===== src/gpio_pkg.sv =====
// Purpose: shared constants and types for the three-port gpio block
// Assumes: 32-bit register port, byte addresses
// Notes:
// What this block does
// - nine pins in ports of 5, 2, 2
// - reset leaves every pin plain gpio
// - interrupt pins 0,5,7,8 level high, unlatched
// - pins hold their level in power-down, except pin 4 while it carries the clock output
// - port0 bits 24-28 select direction
// - port0 bits 16-20 drive output values
// - port0 bits 0-4 read pin levels
// - port2 bit 24 routes serial test output
// - port2 bit 20 picks uart or pin 12
// - port2 bit 16 enables lin receive path
// - port2 bit 4 drives lin receive on pin 8
// - port2 bit 0 passes pin 7 to lin
// - port0 alternate spi, interrupt, clock output
// - port1/2 alternate uart and interrupts
// - four registers per port
// - port0 bits 5,6 internal high-voltage link
// - set register drives ones high
package gpio_pkg;
  localparam logic [31:0] P0_FUNC_ADDR = 32'hFFFF0D00;
  localparam logic [31:0] P0_DAT_ADDR = 32'hFFFF0D20;
  localparam logic [31:0] P0_SET_ADDR = 32'hFFFF0D24;
  localparam logic [31:0] P0_CLR_ADDR = 32'hFFFF0D28;
  localparam logic [31:0] P1_FUNC_ADDR = 32'hFFFF0D04;
  localparam logic [31:0] P1_DAT_ADDR = 32'hFFFF0D30;
  localparam logic [31:0] P1_SET_ADDR = 32'hFFFF0D34;
  localparam logic [31:0] P1_CLR_ADDR = 32'hFFFF0D38;
  localparam logic [31:0] P2_FUNC_ADDR = 32'hFFFF0D08;
  localparam logic [31:0] P2_DAT_ADDR = 32'hFFFF0D40;
  localparam logic [31:0] P2_SET_ADDR = 32'hFFFF0D44;
  localparam logic [31:0] P2_CLR_ADDR = 32'hFFFF0D48;
  localparam int DIR_LSB = 24;
  localparam int OUT_LSB = 16;
  localparam int IN_LSB = 0;
  localparam int P2_STI_BIT = 24;
  localparam int P2_TXSEL_BIT = 20;
  localparam int P2_RXEN_BIT = 16;
  localparam int P2_PIN8_BIT = 4;
  localparam int P2_PIN7_BIT = 0;
  localparam logic [31:0] P2_FUNC_RESET = 32'h01000000;
  localparam logic [31:0] FUNC_RESET = 32'h00000000;
  localparam logic [31:0] FUNC_MASK_P0 = 32'h000000FF;
  localparam logic [31:0] FUNC_MASK_P1 = 32'h0000000F;
  localparam logic [31:0] FUNC_MASK_P2 = 32'h01110011;
  localparam int P0_WIDTH = 7;
  localparam int P1_WIDTH = 2;
  localparam int P2_WIDTH = 7;
  localparam int NUM_PORTS = 3;
  localparam real DIVIDED_CLOCK_OUTPUT_MHZ = 2.56;
  localparam real CLK_MHZ = 200.0;
  localparam int DIVIDED_CLOCK_OUTPUT_HALF_CYCLES = int'(CLK_MHZ / (2.0 * DIVIDED_CLOCK_OUTPUT_MHZ));
  typedef struct packed {
    logic [31:0] addr;
    logic [31:0] wdata;
    logic wr;
    logic rd;
  } reg_req_type;
  typedef struct packed {
    logic spi_ss_o;
    logic spi_ss_oe;
    logic spi_sclk_o;
    logic spi_sclk_oe;
    logic spi_miso_o;
    logic spi_miso_oe;
    logic spi_mosi_o;
    logic spi_mosi_oe;
    logic uart_txd;
    logic lin_rx_data;
    logic sti_data;
  } periph_out_type;
  typedef struct packed {
    logic spi_ss_i;
    logic spi_sclk_i;
    logic spi_miso_i;
    logic spi_mosi_i;
    logic uart_rxd;
    logic lin_tx_data;
    logic lin_rxd_uart;
  } periph_in_type;
endpackage


===== src/gpio_port.sv =====
// Purpose: one port's direction/data, set and clear registers
// Assumes: direction 24+, output 16+, input 0+ within the data word
// Notes: function register is kept by the top
`timescale 1ns/10ps
`default_nettype none
module gpio_port
  import gpio_pkg::*;
#(
  parameter int WIDTH = 5
) (
  input wire logic clk,
  input wire logic srst,
  input wire logic dat_wr,
  input wire logic set_wr,
  input wire logic clr_wr,
  input wire logic [31:0] wdata,
  input wire logic [WIDTH-1:0] pin_level,
  output logic [WIDTH-1:0] dir_q,
  output logic [WIDTH-1:0] out_q,
  output logic [31:0] dat_word
);
  always_ff @(posedge clk)
  begin
    if (srst)
      dir_q <= '0;
    else if (dat_wr)
      dir_q <= wdata[DIR_LSB +: WIDTH];
  end
  // output register; set and clear act per bit
  always_ff @(posedge clk)
  begin
    if (srst)
      out_q <= '0;
    else if (dat_wr)
      out_q <= wdata[OUT_LSB +: WIDTH];
    else if (set_wr)
      out_q <= out_q | wdata[OUT_LSB +: WIDTH];
    else if (clr_wr)
      out_q <= out_q & ~wdata[OUT_LSB +: WIDTH];
  end
  // input bits read only, writes ignored
  always_comb
  begin
    dat_word = '0;
    dat_word[DIR_LSB +: WIDTH] = dir_q;
    dat_word[OUT_LSB +: WIDTH] = out_q;
    dat_word[IN_LSB +: WIDTH] = pin_level;
  end
endmodule
`default_nettype wire


===== src/gpio_sync.sv =====
// Purpose: two-flop synchroniser vector
// Assumes: single clk domain downstream
// Notes: first stage is read only by the second
`timescale 1ns/10ps
`default_nettype none
module gpio_sync #(
  parameter int WIDTH = 9
) (
  input wire logic clk,
  input wire logic srst,
  input wire logic [WIDTH-1:0] async_in,
  output logic [WIDTH-1:0] sync_out
);
  logic [WIDTH-1:0] meta_q;
  always_ff @(posedge clk)
  begin
    if (srst)
    begin
      meta_q <= '0;
      sync_out <= '0;
    end
    else
    begin
      meta_q <= async_in;
      sync_out <= meta_q;
    end
  end
endmodule
`default_nettype wire


===== src/gpio_top.sv =====
// Purpose: nine-pin gpio block with function routing
// Assumes: one 200 MHz clock, synchronous reset, plain register port
// Notes: pins are split into input, output and output enable
//
// Chosen here: the plain strobed port.
`timescale 1ns/10ps
`default_nettype none
module gpio_top (
  input wire logic clk,
  input wire logic srst,
  input wire gpio_pkg::reg_req_type req,
  output logic [31:0] rdata,
  input wire logic [8:0] pin_i,
  output logic [8:0] pin_o,
  output logic [8:0] pin_oe,
  input wire logic power_down,
  input wire gpio_pkg::periph_out_type periph_o,
  output gpio_pkg::periph_in_type periph_i,
  output logic [1:0] hv_link_o,
  input wire logic [1:0] hv_link_i,
  output logic lin_tx_pin,
  input wire logic lin_rx_pin,
  output logic sti_pin,
  output logic external_interrupt_0,
  output logic external_interrupt_1,
  output logic external_interrupt_4,
  output logic external_interrupt_5
);
  import gpio_pkg::*;

  logic [8:0] pin_sync;
  logic [2:0] misc_sync;
  logic [31:0] func0_q, func1_q, func2_q;
  logic [P0_WIDTH-1:0] dir0, out0, lvl0;
  logic [P1_WIDTH-1:0] dir1, out1;
  logic [P2_WIDTH-1:0] dir2, out2, lvl2;
  logic [31:0] word0, word1, word2;
  logic [8:0] drv_o, drv_oe;
  logic [8:0] hold_o_q, hold_oe_q;
  logic [7:0] divided_clock_output_cnt_q;
  logic divided_clock_output_q;
  logic divided_clock_output_sel_q;
  logic lin_rx_s;

  // pin inputs and link levels pass two flip-flops
  gpio_sync #(.WIDTH(9)) u_pin_sync (
    .clk(clk),
    .srst(srst),
    .async_in(pin_i),
    .sync_out(pin_sync)
  );
  gpio_sync #(.WIDTH(3)) u_misc_sync (
    .clk(clk),
    .srst(srst),
    .async_in({lin_rx_pin, hv_link_i}),
    .sync_out(misc_sync)
  );
  assign lin_rx_s = misc_sync[2];

  // port0 bits 5,6 carry the internal high-voltage link
  assign lvl0 = {misc_sync[1:0], pin_sync[4:0]};
  // internal pin 11 reads back the lin pin when path is off
  assign lvl2 = {1'b0, out2[5], lin_rx_s & ~func2_q[P2_RXEN_BIT],
    2'b00, pin_sync[8:7]};

  // port widths 5(+2 internal), 2, 2(+5 internal)
  gpio_port #(.WIDTH(P0_WIDTH)) u_port0 (
    .clk(clk),
    .srst(srst),
    .dat_wr(req.wr && req.addr == P0_DAT_ADDR),
    .set_wr(req.wr && req.addr == P0_SET_ADDR),
    .clr_wr(req.wr && req.addr == P0_CLR_ADDR),
    .wdata(req.wdata),
    .pin_level(lvl0),
    .dir_q(dir0),
    .out_q(out0),
    .dat_word(word0)
  );
  gpio_port #(.WIDTH(P1_WIDTH)) u_port1 (
    .clk(clk),
    .srst(srst),
    .dat_wr(req.wr && req.addr == P1_DAT_ADDR),
    .set_wr(req.wr && req.addr == P1_SET_ADDR),
    .clr_wr(req.wr && req.addr == P1_CLR_ADDR),
    .wdata(req.wdata),
    .pin_level(pin_sync[6:5]),
    .dir_q(dir1),
    .out_q(out1),
    .dat_word(word1)
  );
  gpio_port #(.WIDTH(P2_WIDTH)) u_port2 (
    .clk(clk),
    .srst(srst),
    .dat_wr(req.wr && req.addr == P2_DAT_ADDR),
    .set_wr(req.wr && req.addr == P2_SET_ADDR),
    .clr_wr(req.wr && req.addr == P2_CLR_ADDR),
    .wdata(req.wdata),
    .pin_level(lvl2),
    .dir_q(dir2),
    .out_q(out2),
    .dat_word(word2)
  );

  // function registers reset to plain gpio, except port2 which resets with bit 24 routing serial test output
  always_ff @(posedge clk)
  begin
    if (srst)
    begin
      func0_q <= FUNC_RESET;
      func1_q <= FUNC_RESET;
      func2_q <= P2_FUNC_RESET;
    end
    else if (req.wr)
    begin
      // reserved bits are masked so they always read zero
      if (req.addr == P0_FUNC_ADDR)
        func0_q <= req.wdata & FUNC_MASK_P0;
      if (req.addr == P1_FUNC_ADDR)
        func1_q <= req.wdata & FUNC_MASK_P1;
      if (req.addr == P2_FUNC_ADDR)
        func2_q <= req.wdata & FUNC_MASK_P2;
    end
  end

  // read data stands the cycle after the strobe; set/clear read zero
  always_ff @(posedge clk)
  begin
    if (srst)
      rdata <= '0;
    else if (req.rd)
    begin
      unique case (req.addr)
        P0_FUNC_ADDR: rdata <= func0_q;
        P1_FUNC_ADDR: rdata <= func1_q;
        P2_FUNC_ADDR: rdata <= func2_q;
        P0_DAT_ADDR: rdata <= word0;
        P1_DAT_ADDR: rdata <= word1;
        P2_DAT_ADDR: rdata <= word2;
        default: rdata <= '0;
      endcase
    end
    else
      rdata <= '0;
  end

  // divided clock output, half period in core cycles
  always_ff @(posedge clk)
  begin
    if (srst)
    begin
      divided_clock_output_cnt_q <= '0;
      divided_clock_output_q <= 1'b0;
    end
    else if (divided_clock_output_cnt_q == 8'(DIVIDED_CLOCK_OUTPUT_HALF_CYCLES - 1))
    begin
      divided_clock_output_cnt_q <= '0;
      divided_clock_output_q <= ~divided_clock_output_q;
    end
    else
      divided_clock_output_cnt_q <= divided_clock_output_cnt_q + 8'h01;
  end

  // pin function per pin; function fields two bits for port0/1
  always_comb
  begin
    drv_o = {out2[1:0], out1, out0[4:0]};
    drv_oe = {dir2[1:0], dir1, dir0[4:0]};
    // spi on pins 0-3, clock out on pin 4
    if (func0_q[1:0] == 2'h2)
    begin
      drv_o[0] = periph_o.spi_ss_o;
      drv_oe[0] = periph_o.spi_ss_oe;
    end
    if (func0_q[3:2] == 2'h1)
    begin
      drv_o[1] = periph_o.spi_sclk_o;
      drv_oe[1] = periph_o.spi_sclk_oe;
    end
    if (func0_q[5:4] == 2'h1)
    begin
      drv_o[2] = periph_o.spi_miso_o;
      drv_oe[2] = periph_o.spi_miso_oe;
    end
    if (func0_q[7:6] == 2'h1)
    begin
      drv_o[3] = periph_o.spi_mosi_o;
      drv_oe[3] = periph_o.spi_mosi_oe;
    end
    if (func1_q[1:0] == 2'h2)
      drv_oe[5] = 1'b0;
    if (func1_q[3:2] == 2'h1)
    begin
      drv_o[6] = periph_o.uart_txd;
      drv_oe[6] = 1'b1;
    end
    // pin 7 becomes an input feeding the transceiver
    if (func2_q[P2_PIN7_BIT])
      drv_oe[7] = 1'b0;
    // pin 8 carries the lin receive data out
    if (func2_q[P2_PIN8_BIT])
    begin
      drv_o[8] = periph_o.lin_rx_data;
      drv_oe[8] = 1'b1;
    end
  end

  always_ff @(posedge clk)
  begin
    if (srst)
    begin
      hold_o_q <= '0;
      hold_oe_q <= '0;
    end
    else if (!power_down)
    begin
      hold_o_q <= drv_o;
      hold_oe_q <= drv_oe;
    end
  end
  // registered pins change on the edge after the write
  assign pin_o = {hold_o_q[8:5], divided_clock_output_sel_q ? divided_clock_output_q : hold_o_q[4],
    hold_o_q[3:0]};
  assign pin_oe = {hold_oe_q[8:5], divided_clock_output_sel_q | hold_oe_q[4],
    hold_oe_q[3:0]};

  always_ff @(posedge clk)
  begin
    if (srst)
      divided_clock_output_sel_q <= 1'b0;
    else if (!power_down)
      divided_clock_output_sel_q <= func0_q[7:6] == 2'h0 && func0_q[1:0] == 2'h3;
  end

  // transmit source is uart or internal pin 12
  // pin 7 overrides when passing through
  always_ff @(posedge clk)
  begin
    if (srst)
      lin_tx_pin <= 1'b1;
    else if (func2_q[P2_PIN7_BIT])
      lin_tx_pin <= pin_sync[7];
    else if (func2_q[P2_TXSEL_BIT])
      lin_tx_pin <= periph_o.uart_txd;
    else
      lin_tx_pin <= out2[5];
  end

  // serial test output selected by bit 24, internal pin 13 otherwise
  always_ff @(posedge clk)
  begin
    if (srst)
      sti_pin <= 1'b0;
    else
      sti_pin <= func2_q[P2_STI_BIT] ? periph_o.sti_data : out2[6];
  end

  // high-voltage link driven from port0 bits 5, 6
  assign hv_link_o = out0[6:5];

  // receive path gated by bit 16
  always_comb
  begin
    periph_i.spi_ss_i = pin_sync[0];
    periph_i.spi_sclk_i = pin_sync[1];
    periph_i.spi_miso_i = pin_sync[2];
    periph_i.spi_mosi_i = pin_sync[3];
    periph_i.uart_rxd = pin_sync[5];
    periph_i.lin_tx_data = lin_tx_pin;
    periph_i.lin_rxd_uart = func2_q[P2_RXEN_BIT] ? lin_rx_s : 1'b1;
  end

  // requests follow the synchronised level, unlatched
  assign external_interrupt_0 = pin_sync[0] && func0_q[1:0] == 2'h1;
  assign external_interrupt_1 = pin_sync[5] && func1_q[1:0] == 2'h1;
  assign external_interrupt_4 = pin_sync[7] && !func2_q[P2_PIN7_BIT];
  assign external_interrupt_5 = pin_sync[8] && !func2_q[P2_PIN8_BIT];
endmodule
`default_nettype wire

===== config.mk =====
export PLATFORM = sky130hd
export DESIGN_NAME = gpio_top
export DESIGN_NICKNAME = d
export VERILOG_FILES = /design/src/gpio_pkg.sv /design/src/gpio_port.sv /design/src/gpio_sync.sv /design/src/gpio_top.sv
export SDC_FILE = /design/constraint.sdc
export NUM_CORES = 1
export LEC_CHECK = 0
export ABC_CLOCK_PERIOD_IN_PS = 4400
export BUFFER_PORTS_ARGS = -buffer_cell sky130_fd_sc_hd__buf_2
export CAP_MARGIN = 20
export CORE_UTILIZATION = 35
export CTS_BUF_LIST = sky130_fd_sc_hd__clkbuf_16
export DETAILED_ROUTE_END_ITERATION = 8
export GPL_ROUTABILITY_DRIVEN = 0
export GPL_TIMING_DRIVEN = 0
export MAX_ROUTING_LAYER = met4
export PLACE_DENSITY = 0.66
export SYNTH_ARGS = -nofsm -noshare
export SYNTH_HDL_FRONTEND = slang
export SYNTH_HIERARCHICAL = 1
export SYNTH_SLANG_ARGS = --single-unit

===== constraint.sdc =====
create_clock -name clk -period 4.4 [get_ports clk]
set_input_delay 0.22 -clock clk [delete_from_list [all_inputs] [get_ports clk]]
set_output_delay 0.22 -clock clk [all_outputs]
set_load 0.01 [all_outputs]

==> results.json, run 1 <==
{
  "status": "finished clean",
  "drt-pass1-iter-count": 7,
  "rsz0062_at_grt": "false",
  "finalClockSkew_ns": 0.009122,
  "die_area_mm2": 0.01999,
  "dp_hpwl_mm": 14.12,
  "worstPathRequired_ns": 4.67,
  "power.total_mw": 2.770,
  "slew_viol_final": 0,
  "slowest_delay_ns": 0.75,
  "final_nets": 1077,
  "clk_latency_ns": 0.42,
  "post_drt_wl_per_cell_um": 15.24,
  "core_mm2": 0.01889,
  "worstMarginPinSlew_ns": 1.092,
  "drive_gt1_frac": 0.3172,
  "maxCapViolCount": 0,
  "setup_viol": 0,
  "cts_tree": "yes",
  "ant_nets": 0,
  "critical_path_buf_inv_count": 3,
  "grt_max_degree": 38,
  "cts_buffer_depth": 2,
  "crit_path_frequent_cell": "clkbuf_1",
  "portBuffers": 145,
  "first_global_vias": 5577,
  "ioPinCount": 157,
  "totalNegativeSetupSlack_ns": 0,
  "clkSinkCount": 135,
  "hp-class": "in -> reg",
  "finalWorstSetupSlack_ns": 1.749,
  "critPathKind": "in -> reg",
  "period_share": 0.6025,
  "hold_slack_ns": 0.01590,
  "ir_drop_uv": 267.7,
  "slew_headroom": 0.2652,
  "cp-start-kind": "input pin",
  "rows": 50,
  "die_h_um": 141.4,
  "avgSynthCellArea_um2": 8.926,
  "crit_arrival_ns": 2.92,
  "drt-initial-drc-count": 335,
  "synthCells": 762,
  "cpMaxStageDelayCell": "nor3_1",
  "netlist_area_mm2": 0.006802,
  "vias_per_cell": 4.719,
  "place_ws_ns": 1.391,
  "drc_errors": 0,
  "syn2layout_area_growth_pct": 27.45,
  "worst-path-max-fanout": 10,
  "period_needed_ns": 2.651,
  "hold_viol": 0,
  "die_x_um": 141.4,
  "clockRootBuffer": "clkbuf_16",
  "grt_first_pass_wirelength_mm": 28.89,
  "leakagePower_nw": 3.818,
  "cts_made_buffers": 17,
  "final_cell_mix": "buf_2, dfxtp_1, buf_4",
  "vias": 5917,
  "num-fill-cells": 1941,
  "crit_path_end_kind": "register",
  "wirelength_mm": 19.11,
  "final_common_cell": "buf_2",
  "ys_warn_count": 6,
  "path_cells": "buf_2, nor4b_1, nor2b_1, clkbuf_1, clkbuf_1, nand4_1, nor3_1, nand2_1, nand3b_1, a21oi_1",
  "path_delay_family": "simple AND/OR/NAND/NOR gates",
  "initial_utilization": 0.3600,
  "grt-ovfl-total": 0,
  "power.density_cell_area_mw_per_mm2": 319.5,
  "antenna_found_initial": 1,
  "clk_pin_slew_worst_paths_ns": 0.05,
  "cts.htree.levels": 4,
  "track_usage": 0.1976,
  "post_cts_buffers": 0,
  "max_freq_mhz": 377.2
}
## final timing paths
check	start	to	slack, ns	cells after the start
setup reg to reg	divided_clock_output_cnt_q[1]	divided_clock_output_cnt_q[3]	2.93	5
hold / removal	pin_i[5]	u_pin_sync/meta_q[5]	0.02	2
hold reg to reg	u_pin_sync/meta_q[5]	u_pin_sync/sync_out[5]	0.43	1
setup / recovery	req[47]	register	1.75	10
## what timing repair did
action,CTS,global route
hold buffers,8,0
hold endpoints to repair,8,0
resized for setup,0,0
## worst register-to-register path: stages (launching register included)
cell      delay [ns]
dfxtp_1         0.39
ha_1            0.16
nor4bb_1        0.30
nand2_1         0.15
nand2b_1        0.26
nor2_1          0.09
## stage by stage
stage,area (um2),util,std cells
3_3_place_gp,8029,0.4250,1214
3_5_place_dp,8044,0.4258,1216
6_report,8668,0.4588,1254
4_1_cts,8666,0.4587,1253
2_1_floorplan,6978,-,809
5_1_grt,8668,0.4588,1254
## layer usage
layer,routed length (um),global-route usage,share of wire
met4,435,0.07753,0.023
met5,0,-,0
met2,9044,0.3184,0.47
met3,1168,0.03881,0.061
met1,8460,0.2436,0.44
## cell type report
| class | count | area (um2) | share of cell area |
|---|---|---|---|
| multi-input combinational | 515 | 3222 | 0.3717 |
| sequential | 135 | 2703 | 0.3118 |
| buffer | 149 | 1016 | 0.1172 |
| timing repair buffer | 155 | 820.8 | 0.09469 |
| clock buffer | 17 | 425.4 | 0.04908 |
| tap | 260 | 325.3 | 0.03753 |
| clock inverter | 12 | 116.4 | 0.01342 |
| inverter | 10 | 37.54 | 0.004330 |
| antenna | 1 | 2.502 | 0.0002887 |
## power by group
group,internal (mW),total [mW],switching (mW)
registers,1.24,1.25,0.00799
logic,0.105,0.200,0.0945
clock network,0.813,1.32,0.510
Note: power is estimated with default switching activity, not from simulation.
==> inputs of run 2 (changes only) <==
ABC_AREA = 1   (was not set)
ABC_CLOCK_PERIOD_IN_PS = 2500   (was 4400)
clock period = 2.5 ns   (was 4.4 ns; I/O delays follow)
==> run 2 against run 1 <==
Non-clock buffer count is 7 higher; sequential power increased by 77%; total power is 83% higher; first-iteration DRC count rose by 4.2%; wire length is 2.1% lower; register-to-register slack got worse by 1.7 ns; clock skew is 0.0030 ns lower; sequential share of layout area down 1.3 points; global-route usage rose by 0.22 points; combinational power rose by 98%; setup slack lost 1.3 ns; synthesized area up 1.4%; critical path type unchanged; largest cell class unchanged.
==> results.json, run 2 <==
{
  "netlist_area_mm2": 0.006895,
  "slew_headroom": 0.5978,
  "period_share": 0.8056,
  "r2r_start": "divided_clock_output_cnt_q[0]",
  "hp-class": "in -> reg",
  "vias": 6547,
  "drc_errors": 0,
  "grt_first_pass_wirelength_mm": 29.99,
  "rows": 50,
  "worstMarginPinSlew_ns": 0.6033,
  "met2_length_mm": 8.319,
  "maxCapViolCount": 0,
  "die_area_mm2": 0.02027,
  "cp-start-kind": "input pin",
  "rrSetupSlack_ns": 1.19,
  "dp_hpwl_mm": 13.98,
  "cts_buffer_depth": 2,
  "rsz0062_at_grt": "false",
  "avgSynthCellArea_um2": 6.827,
  "die_h_um": 142.4,
  "status": "finished clean",
  "wirelength_mm": 18.70,
  "clk_latency_ns": 0.43,
  "antenna_found_initial": 1,
  "portBuffers": 146,
  "dp.cells": 1463,
  "initial_utilization": 0.3626,
  "leakagePower_nw": 4.407,
  "critPathKind": "in -> reg",
  "routed.top_layer": "met4",
  "hold_viol": 0,
  "worst-path-max-fanout": 10,
  "max_freq_mhz": 496.6,
  "hold_start": "req[22]",
  "grt-ovfl-total": 0,
  "syn2layout_area_growth_pct": 31.08,
  "first_global_vias": 6139,
  "clk_pin_slew_worst_paths_ns": 0.06,
  "holdPathStages": 3,
  "grt_max_degree": 26,
  "slew_viol_final": 0,
  "ir_drop_uv": 469.3,
  "clkSinkCount": 135,
  "totalNegativeSetupSlack_ns": 0,
  "worstPathRequired_ns": 2.85,
  "period_needed_ns": 2.014,
  "drt-initial-drc-count": 349,
  "worstRegToRegCells": 7,
  "post_cts_buffers": 0,
  "post_drt_wl_per_cell_um": 12.23,
  "crit_path_end_kind": "register",
  "finalClockSkew_ns": 0.006104,
  "ant_nets": 0,
  "wl_met3_mm": 1.039,
  "clockRootBuffer": "clkbuf_16",
  "die_x_um": 142.4,
  "r2r-end": "divided_clock_output_cnt_q[4]",
  "final_cell_mix": "nand2_1, buf_2, nor2_1",
  "vias_per_cell": 4.282,
  "drt-met1-wl_mm": 8.753,
  "drive_gt1_frac": 0.2697,
  "power.density_cell_area_mw_per_mm2": 561.6,
  "final_common_cell": "nand2_1",
  "setup_viol": 0,
  "ys_warn_count": 6,
  "track_usage": 0.1998,
  "cts_tree": "yes",
  "ioPinCount": 157,
  "cts.htree.levels": 4,
  "cts_made_buffers": 17,
  "drt-pass1-iter-count": 5,
  "final_nets": 1349,
  "core_mm2": 0.01902,
  "crit_arrival_ns": 2.36,
  "finalNonFillerCells": 1529,
  "synthCells": 1010
}
==> run 2: through the flow <==
step / power, mW / area [um2] / hold WS [ns] / utilization / worst slack, ns
final: 5.076 / 9039 / 0.01530 / 0.4753 / 0.4861
after global routing: 5.262 / 9039 / 0.01817 / 0.4753 / 0.2467
after CTS: 5.114 / 9036 / 0.002539 / 0.4751 / 0.4969
after detailed placement: 2.608 / 8128 / 0.3323 / 0.4274 / 0.07196
after global placement: 2.603 / 8128 / 0.3286 / 0.4274 / 0.1067
after floorplan: 2.470 / 7072 / 0.1941 / - / 0.7469
==> run 2: final cells by class <==
cell class | count | area [um2]
clock inverter | 15 | 152.6
antenna | 1 | 2.502
timing repair buffer | 179 | 1061
sequential | 135 | 2703
tap | 260 | 325.3
buffer | 132 | 955.9
inverter | 129 | 484.2
clock buffer | 17 | 425.4
multi-input combinational | 661 | 2929
fill | 2003 | 9980
==> run 2: what timing repair did <==
item,4_1_cts,5_1_grt
gates resized for setup,0,0
setup endpoints to repair,0,0
hold buffers,33,0
hold endpoints to repair,54,0
==> run 2: how the worst max path moves through the flow <==
stage                 start          endpoint  slack, ns  depth (start not counted)
floorplan           req[51]          register       0.75                         13
global placement    req[51]  u_port2/dir_q[2]       0.11                         13
detailed placement  req[54]  u_port2/dir_q[1]       0.07                         13
CTS                 req[54]          register       0.50                         13
global route        req[54]          register       0.25                         13
finish              req[55]          register       0.49                         13
==> run 2: metal layers <==
layer | vias to the layer above | GRT usage
met5 | - | -
met4 | 0 | 0.08602
met3 | 47 | 0.04677
met2 | 209 | 0.3117
met1 | 2856 | 0.2461
li1 | 3435 | -
==> run 2: power by group <==
part / internal, mW / switching [mW] / leakage [nW]
clock: 1.47 / 1.00 / 0.273
sequential: 2.19 / 0.0189 / 1.10
combinational: 0.214 / 0.181 / 3.04
==> run 2: critical path, stage by stage <==
cell and delay (ns):
buf_2 0.08, nand2_1 0.04, nor2_1 0.10, nand2_1 0.09
nor2_4 0.26, buf_6 0.19, nand3_2 0.20, buf_2 0.27
nor2_1 0.41, nor2_1 0.14, inv_1 0.22, nand2_1 0.09
a21oi_1 0.15
